### src/fcpwm_pkg.sv
// Package for the four-channel PWM with brake.
// Assumes an APB slave with 32-bit data; register index times four is the byte address.
package fcpwm_pkg;

   localparam int unsigned CNT_W    = 10;
   localparam int unsigned NCH      = 4;
   localparam int unsigned ADDR_W   = 12;

   // Register indexes
   localparam logic [7:0] RELOAD_HOLD_IDX = 8'hD0;
   localparam logic [7:0] STATUS_IDX      = 8'hD1;
   localparam logic [7:0] CMP_HOLD_IDX0   = 8'hD4;
   localparam logic [7:0] RUN_TRANSFER_REQUEST_IDX    = 8'hDA;
   localparam logic [7:0] BRAKE_CTL_IDX   = 8'hDB;

   // Field positions in the run and transfer control register
   localparam int unsigned RUN_BIT  = 7;
   localparam int unsigned TRANSFER_REQUEST_BIT = 6;
   localparam int unsigned INV_LSB  = 0;

   // Field positions in the status register
   localparam int unsigned STAT_BRAKE_BIT = 16;
   localparam int unsigned STAT_OUT_LSB   = 12;

   // Reset values and special compare values
   localparam logic [9:0] RELOAD_RST   = 10'h3FF;
   localparam logic [9:0] CMP_RST      = 10'h000;
   localparam logic [9:0] CMP_ALL_ONES = 10'h3FF;
   localparam logic [9:0] CMP_ZERO     = 10'h000;
   localparam logic [7:0] BRAKE_RST    = 8'h00;
   localparam logic [3:0] RAW_RST      = 4'hF;

   typedef struct packed {
      logic       brake_on_halt_select;
      logic       brake_pin_polarity;
      logic       brake_pin_select;
      logic       brake_enable;
      logic [3:0] brake_level;
   } fcpwm_brake_ctl_t;

   typedef struct packed {
      logic       run;
      logic       transfer_request;
      logic [3:0] invert;
   } fcpwm_run_ctl_t;

endpackage

### src/fcpwm_top.sv
// Four-channel 10-bit PWM generator with brake, APB register slave.
// Assumes brake_pin_i is asynchronous to clk_i; all other inputs are on clk_i.
// Notes on behaviour
// - One 10-bit down counter times each period, reloading at underflow.
// - Underflow drives output high; reaching compare drives it low until next underflow.
// - After reset every channel's internal output is one.
// - Compare above reload, other than all ones, keeps the output high.
// - Compare of zero keeps the output high.
// - Compare of all ones keeps the output low.
// - Compare writes go to holding registers; working ones change only by transfer.
// - Per-channel invert bit gives the opposite waveform.
// - Transfer only at underflow with request set; hardware then clears request.
// - With run clear the transfer never happens.
// - Writing run without transfer before underflow cancels the pending transfer.
// - Clearing run halts the counter and freezes the outputs.
// - Brake forces each output to its own programmed level.
// - No brake while brake enable is zero; select bits choose the source.
// - Both select bits zero means brake always, pin ignored.
// - Halt source brakes while run is zero.
// - Pin source brakes while pin level equals the polarity bit.
// - Pin-caused brake clears the run bit.
// - Removing brake returns outputs to their pre-brake levels.
//
// Local design decision: register access over APB.
`timescale 1ns/10ps
`default_nettype none

module fcpwm_top
   import fcpwm_pkg::*;
(
   input  wire logic              clk_i,
   input  wire logic              reset_n_i,
   input  wire logic              en_i,
   input  wire logic              psel_i,
   input  wire logic              penable_i,
   input  wire logic              pwrite_i,
   input  wire logic [ADDR_W-1:0] paddr_i,
   input  wire logic [31:0]       pwdata_i,
   output logic      [31:0]       prdata_o,
   output logic                   pready_o,
   output logic                   pslverr_o,
   input  wire logic              brake_pin_i,
   output logic      [NCH-1:0]    pwm_o
);

   function automatic logic [9:0] idx_of(input logic [ADDR_W-1:0] a);
      idx_of = a[ADDR_W-1:2];
   endfunction

   ////////////////////////////////////////////////////////////////////////
   // State

   logic [CNT_W-1:0]            cnt_q;
   logic [CNT_W-1:0]            reload_hold_q;
   logic [CNT_W-1:0]            reload_work_q;
   logic [NCH-1:0][CNT_W-1:0]   cmp_hold_q;
   logic [NCH-1:0][CNT_W-1:0]   cmp_work_q;
   logic [NCH-1:0]              raw_q;
   fcpwm_run_ctl_t              ctl_q;
   fcpwm_brake_ctl_t            bk_q;
   logic                        pin_s1_q;
   logic                        pin_s2_q;
   logic [31:0]                 prdata_q;
   logic                        pready_q;
   logic                        pslverr_q;
   logic [NCH-1:0]              pwm_q;

   logic                        acc_w;
   logic                        wr_w;
   logic [9:0]                  idx_w;
   logic                        uflow_w;
   logic                        transfer_request_now_w;
   logic                        pin_brake_w;
   logic                        brake_w;
   logic [31:0]                 rdata_w;
   logic                        hit_w;

   assign acc_w   = psel_i && penable_i && !pready_q;
   // Writes land at the completing edge, when the master samples pready high
   assign wr_w    = psel_i && penable_i && pready_q && pwrite_i;
   assign idx_w   = idx_of(paddr_i);
   assign uflow_w = ctl_q.run && (cnt_q == '0);
   assign transfer_request_now_w = uflow_w && ctl_q.transfer_request;

   ////////////////////////////////////////////////////////////////////////
   // Brake condition

   assign pin_brake_w = bk_q.brake_enable && bk_q.brake_pin_select
                        && !bk_q.brake_on_halt_select
                        && (pin_s2_q == bk_q.brake_pin_polarity);

   // Both selects set is forbidden; it is treated as no brake.
   always_comb begin
      brake_w = 1'b0;
      if (bk_q.brake_enable) begin
         case ({bk_q.brake_pin_select, bk_q.brake_on_halt_select})
            2'b00:   brake_w = 1'b1;
            2'b01:   brake_w = !ctl_q.run;
            2'b10:   brake_w = pin_brake_w;
            default: brake_w = 1'b0;
         endcase
      end
   end

   // Pin synchroniser; the first stage feeds only the second.
   always_ff @(posedge clk_i or negedge reset_n_i) begin
      if (!reset_n_i) begin
         pin_s1_q <= 1'b0;
         pin_s2_q <= 1'b0;
      end else if (en_i) begin
         pin_s1_q <= brake_pin_i;
         pin_s2_q <= pin_s1_q;
      end
   end

   ////////////////////////////////////////////////////////////////////////
   // Counter and working registers

   always_ff @(posedge clk_i or negedge reset_n_i) begin
      if (!reset_n_i) begin
         cnt_q <= RELOAD_RST;
      end else if (en_i && ctl_q.run) begin
         if (cnt_q == '0) begin
            cnt_q <= transfer_request_now_w ? reload_hold_q : reload_work_q;
         end else begin
            cnt_q <= cnt_q - 10'h001;
         end
      end
   end

   always_ff @(posedge clk_i or negedge reset_n_i) begin
      if (!reset_n_i) begin
         reload_work_q <= RELOAD_RST;
         cmp_work_q    <= {NCH{CMP_RST}};
      end else if (en_i && transfer_request_now_w) begin
         reload_work_q <= reload_hold_q;
         cmp_work_q    <= cmp_hold_q;
      end
   end

   ////////////////////////////////////////////////////////////////////////
   // Channel waveforms

   // Raw levels freeze while halted or braked, so ending a brake restores them.
   for (genvar i = 0; i < NCH; i++) begin : g_ch
      logic [CNT_W-1:0] cmp_next;
      assign cmp_next = transfer_request_now_w ? cmp_hold_q[i] : cmp_work_q[i];

      always_ff @(posedge clk_i or negedge reset_n_i) begin
         if (!reset_n_i) begin
            raw_q[i] <= RAW_RST[i];
         end else if (en_i && ctl_q.run && !brake_w) begin
            if (uflow_w) begin
               raw_q[i] <= (cmp_next != CMP_ALL_ONES);
            end else if (cmp_work_q[i] == CMP_ALL_ONES) begin
               raw_q[i] <= 1'b0;
            end else if ((cnt_q == cmp_work_q[i]) && (cmp_work_q[i] != CMP_ZERO)) begin
               // Compare above reload is never met, so output stays high
               raw_q[i] <= 1'b0;
            end
         end
      end

      always_ff @(posedge clk_i or negedge reset_n_i) begin
         if (!reset_n_i) begin
            pwm_q[i] <= RAW_RST[i];
         end else if (en_i) begin
            pwm_q[i] <= brake_w ? bk_q.brake_level[i]
                                : raw_q[i] ^ ctl_q.invert[i];
         end
      end
   end

   ////////////////////////////////////////////////////////////////////////
   // Registers written by software

   always_ff @(posedge clk_i or negedge reset_n_i) begin
      if (!reset_n_i) begin
         ctl_q <= '0;
      end else if (en_i) begin
         if (wr_w && idx_w == 10'(RUN_TRANSFER_REQUEST_IDX)) begin
            ctl_q.run              <= pwdata_i[RUN_BIT];
            ctl_q.transfer_request <= pwdata_i[TRANSFER_REQUEST_BIT];
            ctl_q.invert           <= pwdata_i[INV_LSB +: NCH];
         end else if (transfer_request_now_w) begin
            ctl_q.transfer_request <= 1'b0;
         end
         // Hardware clear of run beats a same-cycle software set
         if (pin_brake_w) begin
            ctl_q.run <= 1'b0;
         end
      end
   end

   always_ff @(posedge clk_i or negedge reset_n_i) begin
      if (!reset_n_i) begin
         bk_q          <= BRAKE_RST;
         reload_hold_q <= RELOAD_RST;
         cmp_hold_q    <= {NCH{CMP_RST}};
      end else if (en_i && wr_w) begin
         if (idx_w == 10'(BRAKE_CTL_IDX)) begin
            bk_q <= pwdata_i[7:0];
         end
         if (idx_w == 10'(RELOAD_HOLD_IDX)) begin
            reload_hold_q <= pwdata_i[CNT_W-1:0];
         end
         for (int c = 0; c < NCH; c++) begin
            if (idx_w == 10'(CMP_HOLD_IDX0) + 10'(c)) begin
               cmp_hold_q[c] <= pwdata_i[CNT_W-1:0];
            end
         end
      end
   end

   ////////////////////////////////////////////////////////////////////////
   // APB read path, one wait state per transfer

   always_comb begin
      rdata_w = '0;
      hit_w   = 1'b1;
      case (idx_w)
         10'(RUN_TRANSFER_REQUEST_IDX): begin
            rdata_w[RUN_BIT]            = ctl_q.run;
            rdata_w[TRANSFER_REQUEST_BIT]           = ctl_q.transfer_request;
            rdata_w[INV_LSB +: NCH]     = ctl_q.invert;
         end
         10'(BRAKE_CTL_IDX):   rdata_w[7:0]       = bk_q;
         10'(RELOAD_HOLD_IDX): rdata_w[CNT_W-1:0] = reload_hold_q;
         10'(STATUS_IDX): begin
            rdata_w[CNT_W-1:0]             = cnt_q;
            rdata_w[STAT_OUT_LSB +: NCH]   = pwm_q;
            rdata_w[STAT_BRAKE_BIT]        = brake_w;
         end
         default: begin
            if (idx_w >= 10'(CMP_HOLD_IDX0) && idx_w < 10'(CMP_HOLD_IDX0) + 10'(NCH)) begin
               rdata_w[CNT_W-1:0] = cmp_hold_q[2'(idx_w - 10'(CMP_HOLD_IDX0))];
            end else begin
               hit_w = 1'b0;
            end
         end
      endcase
   end

   always_ff @(posedge clk_i or negedge reset_n_i) begin
      if (!reset_n_i) begin
         pready_q  <= 1'b0;
         pslverr_q <= 1'b0;
         prdata_q  <= '0;
      end else if (en_i) begin
         pready_q  <= acc_w;
         pslverr_q <= acc_w && !hit_w;
         prdata_q  <= (acc_w && !pwrite_i) ? rdata_w : '0;
      end
   end

   assign prdata_o  = prdata_q;
   assign pready_o  = pready_q;
   assign pslverr_o = pslverr_q;
   assign pwm_o     = pwm_q;

   ////////////////////////////////////////////////////////////////////////
   // Checks

   cnt_reload_a: assert property (@(posedge clk_i) disable iff (!reset_n_i)
      en_i && uflow_w && !ctl_q.transfer_request |=> cnt_q == $past(reload_work_q))
      else $error("counter did not reload at underflow");

   transfer_request_clear_a: assert property (@(posedge clk_i) disable iff (!reset_n_i)
      en_i && transfer_request_now_w && !(wr_w && idx_w == 10'(RUN_TRANSFER_REQUEST_IDX))
      |=> !ctl_q.transfer_request && reload_work_q == $past(reload_hold_q))
      else $error("transfer did not complete or clear");

   shadow_hold_a: assert property (@(posedge clk_i) disable iff (!reset_n_i)
      !(en_i && transfer_request_now_w) |=> $stable(cmp_work_q) && $stable(reload_work_q))
      else $error("working registers changed without transfer");

   halt_freeze_a: assert property (@(posedge clk_i) disable iff (!reset_n_i)
      !ctl_q.run |=> $stable(cnt_q) && $stable(raw_q))
      else $error("counter moved while halted");

   brake_level_a: assert property (@(posedge clk_i) disable iff (!reset_n_i)
      en_i && brake_w |=> pwm_q == $past(bk_q.brake_level))
      else $error("brake level not driven");

   brake_off_a: assert property (@(posedge clk_i) disable iff (!reset_n_i)
      en_i && !bk_q.brake_enable |=> pwm_q == $past(raw_q ^ ctl_q.invert))
      else $error("output not the waveform with brake disabled");

   pin_run_clr_a: assert property (@(posedge clk_i) disable iff (!reset_n_i)
      en_i && pin_brake_w |=> !ctl_q.run)
      else $error("pin brake left run set");

   ones_low_a: assert property (@(posedge clk_i) disable iff (!reset_n_i)
      en_i && ctl_q.run && !brake_w && !transfer_request_now_w && cmp_work_q[0] == CMP_ALL_ONES
      |=> !raw_q[0])
      else $error("all-ones compare did not hold output low");

   zero_high_a: assert property (@(posedge clk_i) disable iff (!reset_n_i)
      en_i && !transfer_request_now_w && cmp_work_q[0] == CMP_ZERO && raw_q[0] |=> raw_q[0])
      else $error("zero compare let output fall");

   apb_wait_a: assert property (@(posedge clk_i) disable iff (!reset_n_i)
      en_i && acc_w |=> pready_q ##1 !pready_q || !psel_i)
      else $error("pready not given one cycle after access");

endmodule // fcpwm_top

`default_nettype wire

### config.mk
export PLATFORM = sky130hd
export DESIGN_NAME = fcpwm_top
export DESIGN_NICKNAME = d
export VERILOG_FILES = /design/src/fcpwm_pkg.sv /design/src/fcpwm_top.sv
export SDC_FILE = /design/constraint.sdc
export NUM_CORES = 1
export LEC_CHECK = 0
export ABC_AREA = 1
export BUFFER_PORTS_ARGS = -buffer_cell sky130_fd_sc_hd__clkbuf_2
export CORE_UTILIZATION = 50
export DETAILED_ROUTE_END_ITERATION = 8
export GPL_ROUTABILITY_DRIVEN = 0
export PLACE_DENSITY = 0.83
export REMOVE_ABC_BUFFERS = 1
export SYNTH_ARGS = -nofsm -noshare
export SYNTH_HDL_FRONTEND = slang
export SYNTH_SLANG_ARGS = --single-unit
### constraint.sdc
create_clock -name clk_i -period 2.09 [get_ports clk_i]
set_clock_uncertainty 0.15 [all_clocks]
set_input_delay 0.209 -clock clk_i [delete_from_list [all_inputs] [get_ports clk_i]]
set_output_delay 0.209 -clock clk_i [all_outputs]
set_load 0.02 [all_outputs]
Yosys cells after proc, flatten, opt, wreduce, memory -nomap -nowiden

Cells that the tools add are included.

Flip-flop bits (word level): 168
Input port bits: 51
Output and inout port bits: 38
Logic and storage cells: 157

Add/subtract/negate cells: 2
Order comparisons: 3
Equality and inequality tests: 23
Mux-type cells: 39
Bitwise gates (word level): 4
Reductions and logical operators: 54

Operator list:

| operator                                                                             | count |
|---|---|
| 10-bit by 8-bit == test with 1-bit output, second input constant                     | 8 |
| 10-bit 2-to-1 mux                                                                    | 8 |
| 10-bit == test                                                                       | 4 |
| 10-bit == test, second input constant                                                | 4 |
| 10-bit != test, second input constant                                                | 4 |
| 10-bit nonzero test                                                                  | 4 |
| 2-bit AND reduction                                                                  | 13 |
| 1-bit 2-to-1 mux                                                                     | 23 |
| 1-bit logical AND                                                                    | 21 |
| 10-bit binary-select mux with 2-bit select                                           | 1 |
| 17-bit 2-to-1 mux                                                                    | 1 |
| 2-bit case mux with 4 select lines                                                   | 2 |
| 4-bit case mux with 4 select lines                                                   | 1 |
| 3-bit nonzero test                                                                   | 4 |
| 10-bit by 8-bit greater-or-equal comparator with 1-bit output, second input constant | 1 |
| 10-bit zero test                                                                     | 1 |
| 10-bit by 8-bit less-than comparator with 1-bit output, second input constant        | 1 |
| 10-bit by 1-bit subtractor with 10-bit output, second input constant                 | 1 |
| 1-bit zero test                                                                      | 6 |
| 2-bit case mux with 3 select lines                                                   | 1 |
| 5-bit 2-to-1 mux                                                                     | 1 |
| 2-bit nonzero test                                                                   | 2 |
| 4-bit OR reduction                                                                   | 1 |
| 1-bit XOR                                                                            | 4 |
| other kinds (8)                                                                      | 8 |

Logic depth before layout (Yosys ltp)

Depth in word-level cells: 8
Mapped depth: 12
Mapped depth without buffers: 11

Worst setup path before layout

No wires, ideal clock.

Kind: register -> register
Start: register cnt_q[1]
End: register cmp_work_q[13] in the netlist's numbering
Library setup time: 0.117 ns
Data arrival time: 1.767 ns
Path slack: 0.056 ns
Stages on the path, launching flop included: 12
Path buffers: 3
Clock period less this slack: 2.034 ns
Cells stage by stage: dfstp_2 -> clkbuf_1 -> inv_1 -> ha_1 -> nand3_1 -> nor2_4 -> nand3_2 -> inv_2 -> buf_6 -> buf_4 -> nand3_1 -> nand2_1

Longest elaborated chain between the ends: 4

RTL lines:

| item                   | line             | RTL |
|---|---|---|
| from (decl)            | fcpwm_top.sv:53  | `logic [CNT_W-1:0] cnt_q;` |
| from (signal assigned) | fcpwm_top.sv:124 | `cnt_q <= transfer_request_now_w ? reload_hold_q : reload_work_q;` |
| from (signal assigned) | fcpwm_top.sv:126 | `cnt_q <= cnt_q - 10'h001;` |
| 10-bit zero test       | fcpwm_top.sv:82  | `assign uflow_w = ctl_q.run && (cnt_q == '0);` |
| 1-bit logical AND      | fcpwm_top.sv:82  |  |
| 1-bit logical AND      | fcpwm_top.sv:83  | `assign transfer_request_now_w = uflow_w && ctl_q.transfer_request;` |
| 1-bit logical AND      | fcpwm_top.sv:135 | `end else if (en_i && transfer_request_now_w) begin` |
| to (signal assigned)   | fcpwm_top.sv:134 | `cmp_work_q <= {NCH{CMP_RST}};` |
| to (signal assigned)   | fcpwm_top.sv:137 | `cmp_work_q <= cmp_hold_q;` |
| to (decl)              | fcpwm_top.sv:57  | `logic [NCH-1:0][CNT_W-1:0] cmp_work_q;` |

Every way passes these cells.
A chain may end at the register's enable or synchronous reset.

Worst setup path after layout

Start: register cnt_q[0]
End: register cnt_q[8]

Longest elaborated chain between the ends: 5

RTL lines:

| item                                                                                  | line             | RTL |
|---|---|---|
| branches (longest 4 deep; another with 10-bit by 1-bit subtractor with 10-bit output) | n/a              |  |
| 10-bit 2-to-1 mux (*)                                                                 | fcpwm_top.sv:123 | `if (cnt_q == '0) begin` |

Every way passes the cells marked *.

==> out/qor.csv <==
stage,metric,value,unit
outcome,outcome,"complete, but fails checks",
outcome,failing checks,design-rule violations,
timing,"Hold Vio Cnt, Final",0,
routing,Initial DRC Count,1034,
floorplanning,# IOs,89,
timing,Fmax achieved,0.510,GHz
power,pwr/cell area,792,mW/mm^2
routing,Detail Route Antenna Nets,0,
placed_design,IO Port Bufs,47,
synthesis,top post-synthesis cells by area,"dfrtp_1, nand2_1, dfstp_2, nand3_1, o21ai_0",
routing,drt wl/cell,16.8,um
floorplanning,Initial Util,50.9,%
routing,Top Metal Used,met4,
clocking,clock sink total,151,
timing,final setup margin,0.129,ns
final_layout,area grow syn2layout,15.5,%
setup_path,Worst Path Arrival,2.16,ns
final_layout,final instance area,0.00973,sq mm
final_layout,# fillers,1379,
final_layout,layout cells sized above 1,14.8,%
synthesis,Post-synth top cells,"nand2_1, nand3_1, dfrtp_1, nor2_1, inv_1",
final_layout,Post-Layout Cell Count,1466,
global_route,global-route wire length before repair,39100,um
timing,Least-Margin Pin Slew,0.544,ns
synthesis,dominant synthesized flop cell,dfrtp_1,
timing,WHS,0.0185,ns
power,Pwr Total,7.71,mW
flow_run,MaxCap Viol Count,0,
global_route,vias in the first global route,7542,
timing,post-route setup TNS,0,ns
placed_design,DP Area,0.00900,sq mm
setup_path,CP Class,register to register,
clocking,Skew-Pair Late Insertion Delay,0.44,ns
clocking,Worst-path clk slew,0.06,ns
setup_path,Critical Path RT,2.29,ns
setup_path,Worst setup SP type,register,
power,Combinational Power Share,18.3,%
synthesis,Post-Syn Area,0.00842,sq mm
timing,Final setup viols,0,
final_layout,final core occ,58.9,%
synthesis,asr flop ratio synth,100,%
power,clock network power share,41.2,%
synthesis,post-synth top area cell,dfrtp_1,
placed_design,Post-DP HPWL,17200,um
final_layout,Nets,1286,
synthesis,"Avg Cell Area, Syn",7.25,sq um
routing,DR WL met2,11000,um
global_route,grt ovf,0,
floorplanning,core box area,0.0165,sq mm
timing,RSZ-0062 raised after global routing,no,
placed_design,Placed Cells,1421,
synthesis,Yosys cell types,36,
power,switching share of power,29.4,%
synthesis,yosys warns,0,
timing,Rel. slew slack,63.8,%
clocking,worst-case clock buffer depth,2,
setup_path,worst-path fanout max,11,
synthesis,top-count cell post-synth,nand2_1,
floorplanning,Die Ht,132,um
placed_design,dpl ws,-0.0177,ns
floorplanning,# rows,47,
min_path,min-delay worst type,primary input to register,
routing,DRT Wirelength,24600,um
routing,vias,8201,
clocking,CTS root buffer,clkbuf_16,
power,P_int,5.44,mW
clocking,TritonCTS clock tree,built,
floorplanning,DIE AREA,0.0174,sq mm
timing,Tmin final,1.96,ns
setup_path,Critical Path Sink Type,register,
synthesis,sequential fraction of the synthesis area,45.5,%
power,sequential share of power,40.5,%
power,Psw,2.26,mW
global_route,largest net degree at the start of global routing,55,
synthesis,post-synth top area share,33.6,%
final_layout,ant diodes,0,
final_layout,Multi-input gate area,0.00387,sq mm
synthesis,Mapped Cells,1161,
routing,number of vias per cell,5.59,
clocking,H-tree depth,4,
global_route,Overall Global Routing Usage,29.2,%
power,Max IR drop VDD,0.000459,V
global_route,initial antenna violation count,0,
routing,# DRC,2,
timing,fin crit share,93.8,%
synthesis,number of synthesized flops with an enable pin,0,
synthesis,Yosys reg bits,151,
floorplanning,chip width,132,um
routing,WL met1,9550,um
clocking,TritonCTS buffer count,17,
power,leakage power,4.78,nW
routing,DR WL met3,2720,um
timing,max-slew violation count,0,
final_layout,flip-flop and latch area,0.00383,sq mm
routing,total iterations of the first detailed-routing run,8,
## power by group through the flow
stage,sequential (mW),combinational [mW],clock [mW]
after floorplan,3.27,0.588,0
after global placement,3.16,1.31,0
after detailed placement,3.17,1.35,0
after CTS,3.12,1.38,3.19
after global routing,3.13,1.51,3.30
final,3.12,1.41,3.18
## cells by family after synthesis
logic type               count (synthesis)  synth area share, %
AO/OA/AOI/OAI                          122                 7.86
XOR/XNOR                                19                 1.98
adder cells (fa/ha/maj)                  2                0.297
buffers and inverters                  163                 9.33
flip-flops                             151                 45.5
other                                    1               0.0445
AND/OR/NAND/NOR                        703                 35.0
## repair_timing
item                                   in CTS  in global routing
hold buffers                               10                  0
setup endpoints to repair                   4                  0
endpoints found under the hold margin      61                  0
gates resized for setup                     0                  0
buffers inserted                            3                  0
## final timing paths
check | startpoint | cells past startpoint | slack [ns] | end
worst max-delay path | cnt_q[0]$_DFFE_PN1P_ | 8 | 0.13 | cnt_q[8]$_DFFE_PN1P_
worst min-delay path | psel_i | 5 | 0.02 | pready_o$_DFFE_PN0P_
worst max register to register | cnt_q[0]$_DFFE_PN1P_ | 8 | 0.13 | cnt_q[8]$_DFFE_PN1P_
worst min register to register | reload_work_q[4]$_DFFE_PN1P_ | 2 | 0.31 | reload_work_q[4]$_DFFE_PN1P_
max in group asynchronous | reset_n_i | 3 | 0.99 | reload_work_q[9]$_DFFE_PN1P_
min in group asynchronous | reset_n_i | 2 | 0.17 | prdata_o[3]$_DFFE_PN0P_
## per-layer routing
layer	track usage (%)	vias up
met4	16.6	0
met5	0	-
met3	7.38	106
met2	44.5	502
li1	-	3829
met1	38.0	3764
## worst max-delay path: stages, from the launching register on
cell and delay [ns]:
dfstp_2 0.37, inv_1 0.07, ha_1 0.18, nand3_1 0.15, nor2_4 0.17, nand3_2 0.09
buf_4 0.22, o21ai_0 0.33, a21oi_1 0.14
## placed cells by master, fill, tap and decap left out, types with 11 or more instances in the layout
master and count:
clkbuf_2 46, conb_1 17, clkbuf_16 17, nor2_1 87, o21ai_0 81, nand3_1 122, buf_4 47, dfrtp_1 113
dfstp_2 38, nand2_1 439, xor2_1 13, nand4_1 22, nor3_1 15, inv_1 85, a21oi_1 11
## cell type report
| type | count | share of cell area, % |
|---|---|---|
| timing repair buffer | 110 | 8.37 |
| clock buffer | 19 | 4.66 |
| multi-input combinational | 863 | 39.7 |
| sequential | 151 | 39.3 |
| inverter | 90 | 3.47 |
| tap | 220 | 2.83 |
| clock inverter | 13 | 1.58 |
## flip-flops by register name, summed over array words and instances, names as in the netlist
name	flops
cnt_q	10
pin_s1_q	1
reload_hold_q	10
cmp_hold_q	40
pready_o	1
pwm_o	4
prdata_o	15
raw_q	4
pin_s2_q	1
reload_work_q	10
cmp_work_q	40
ctl_q	6
pslverr_o	1
bk_q	8
No activity file was read; power rests on OpenSTA's default activity.
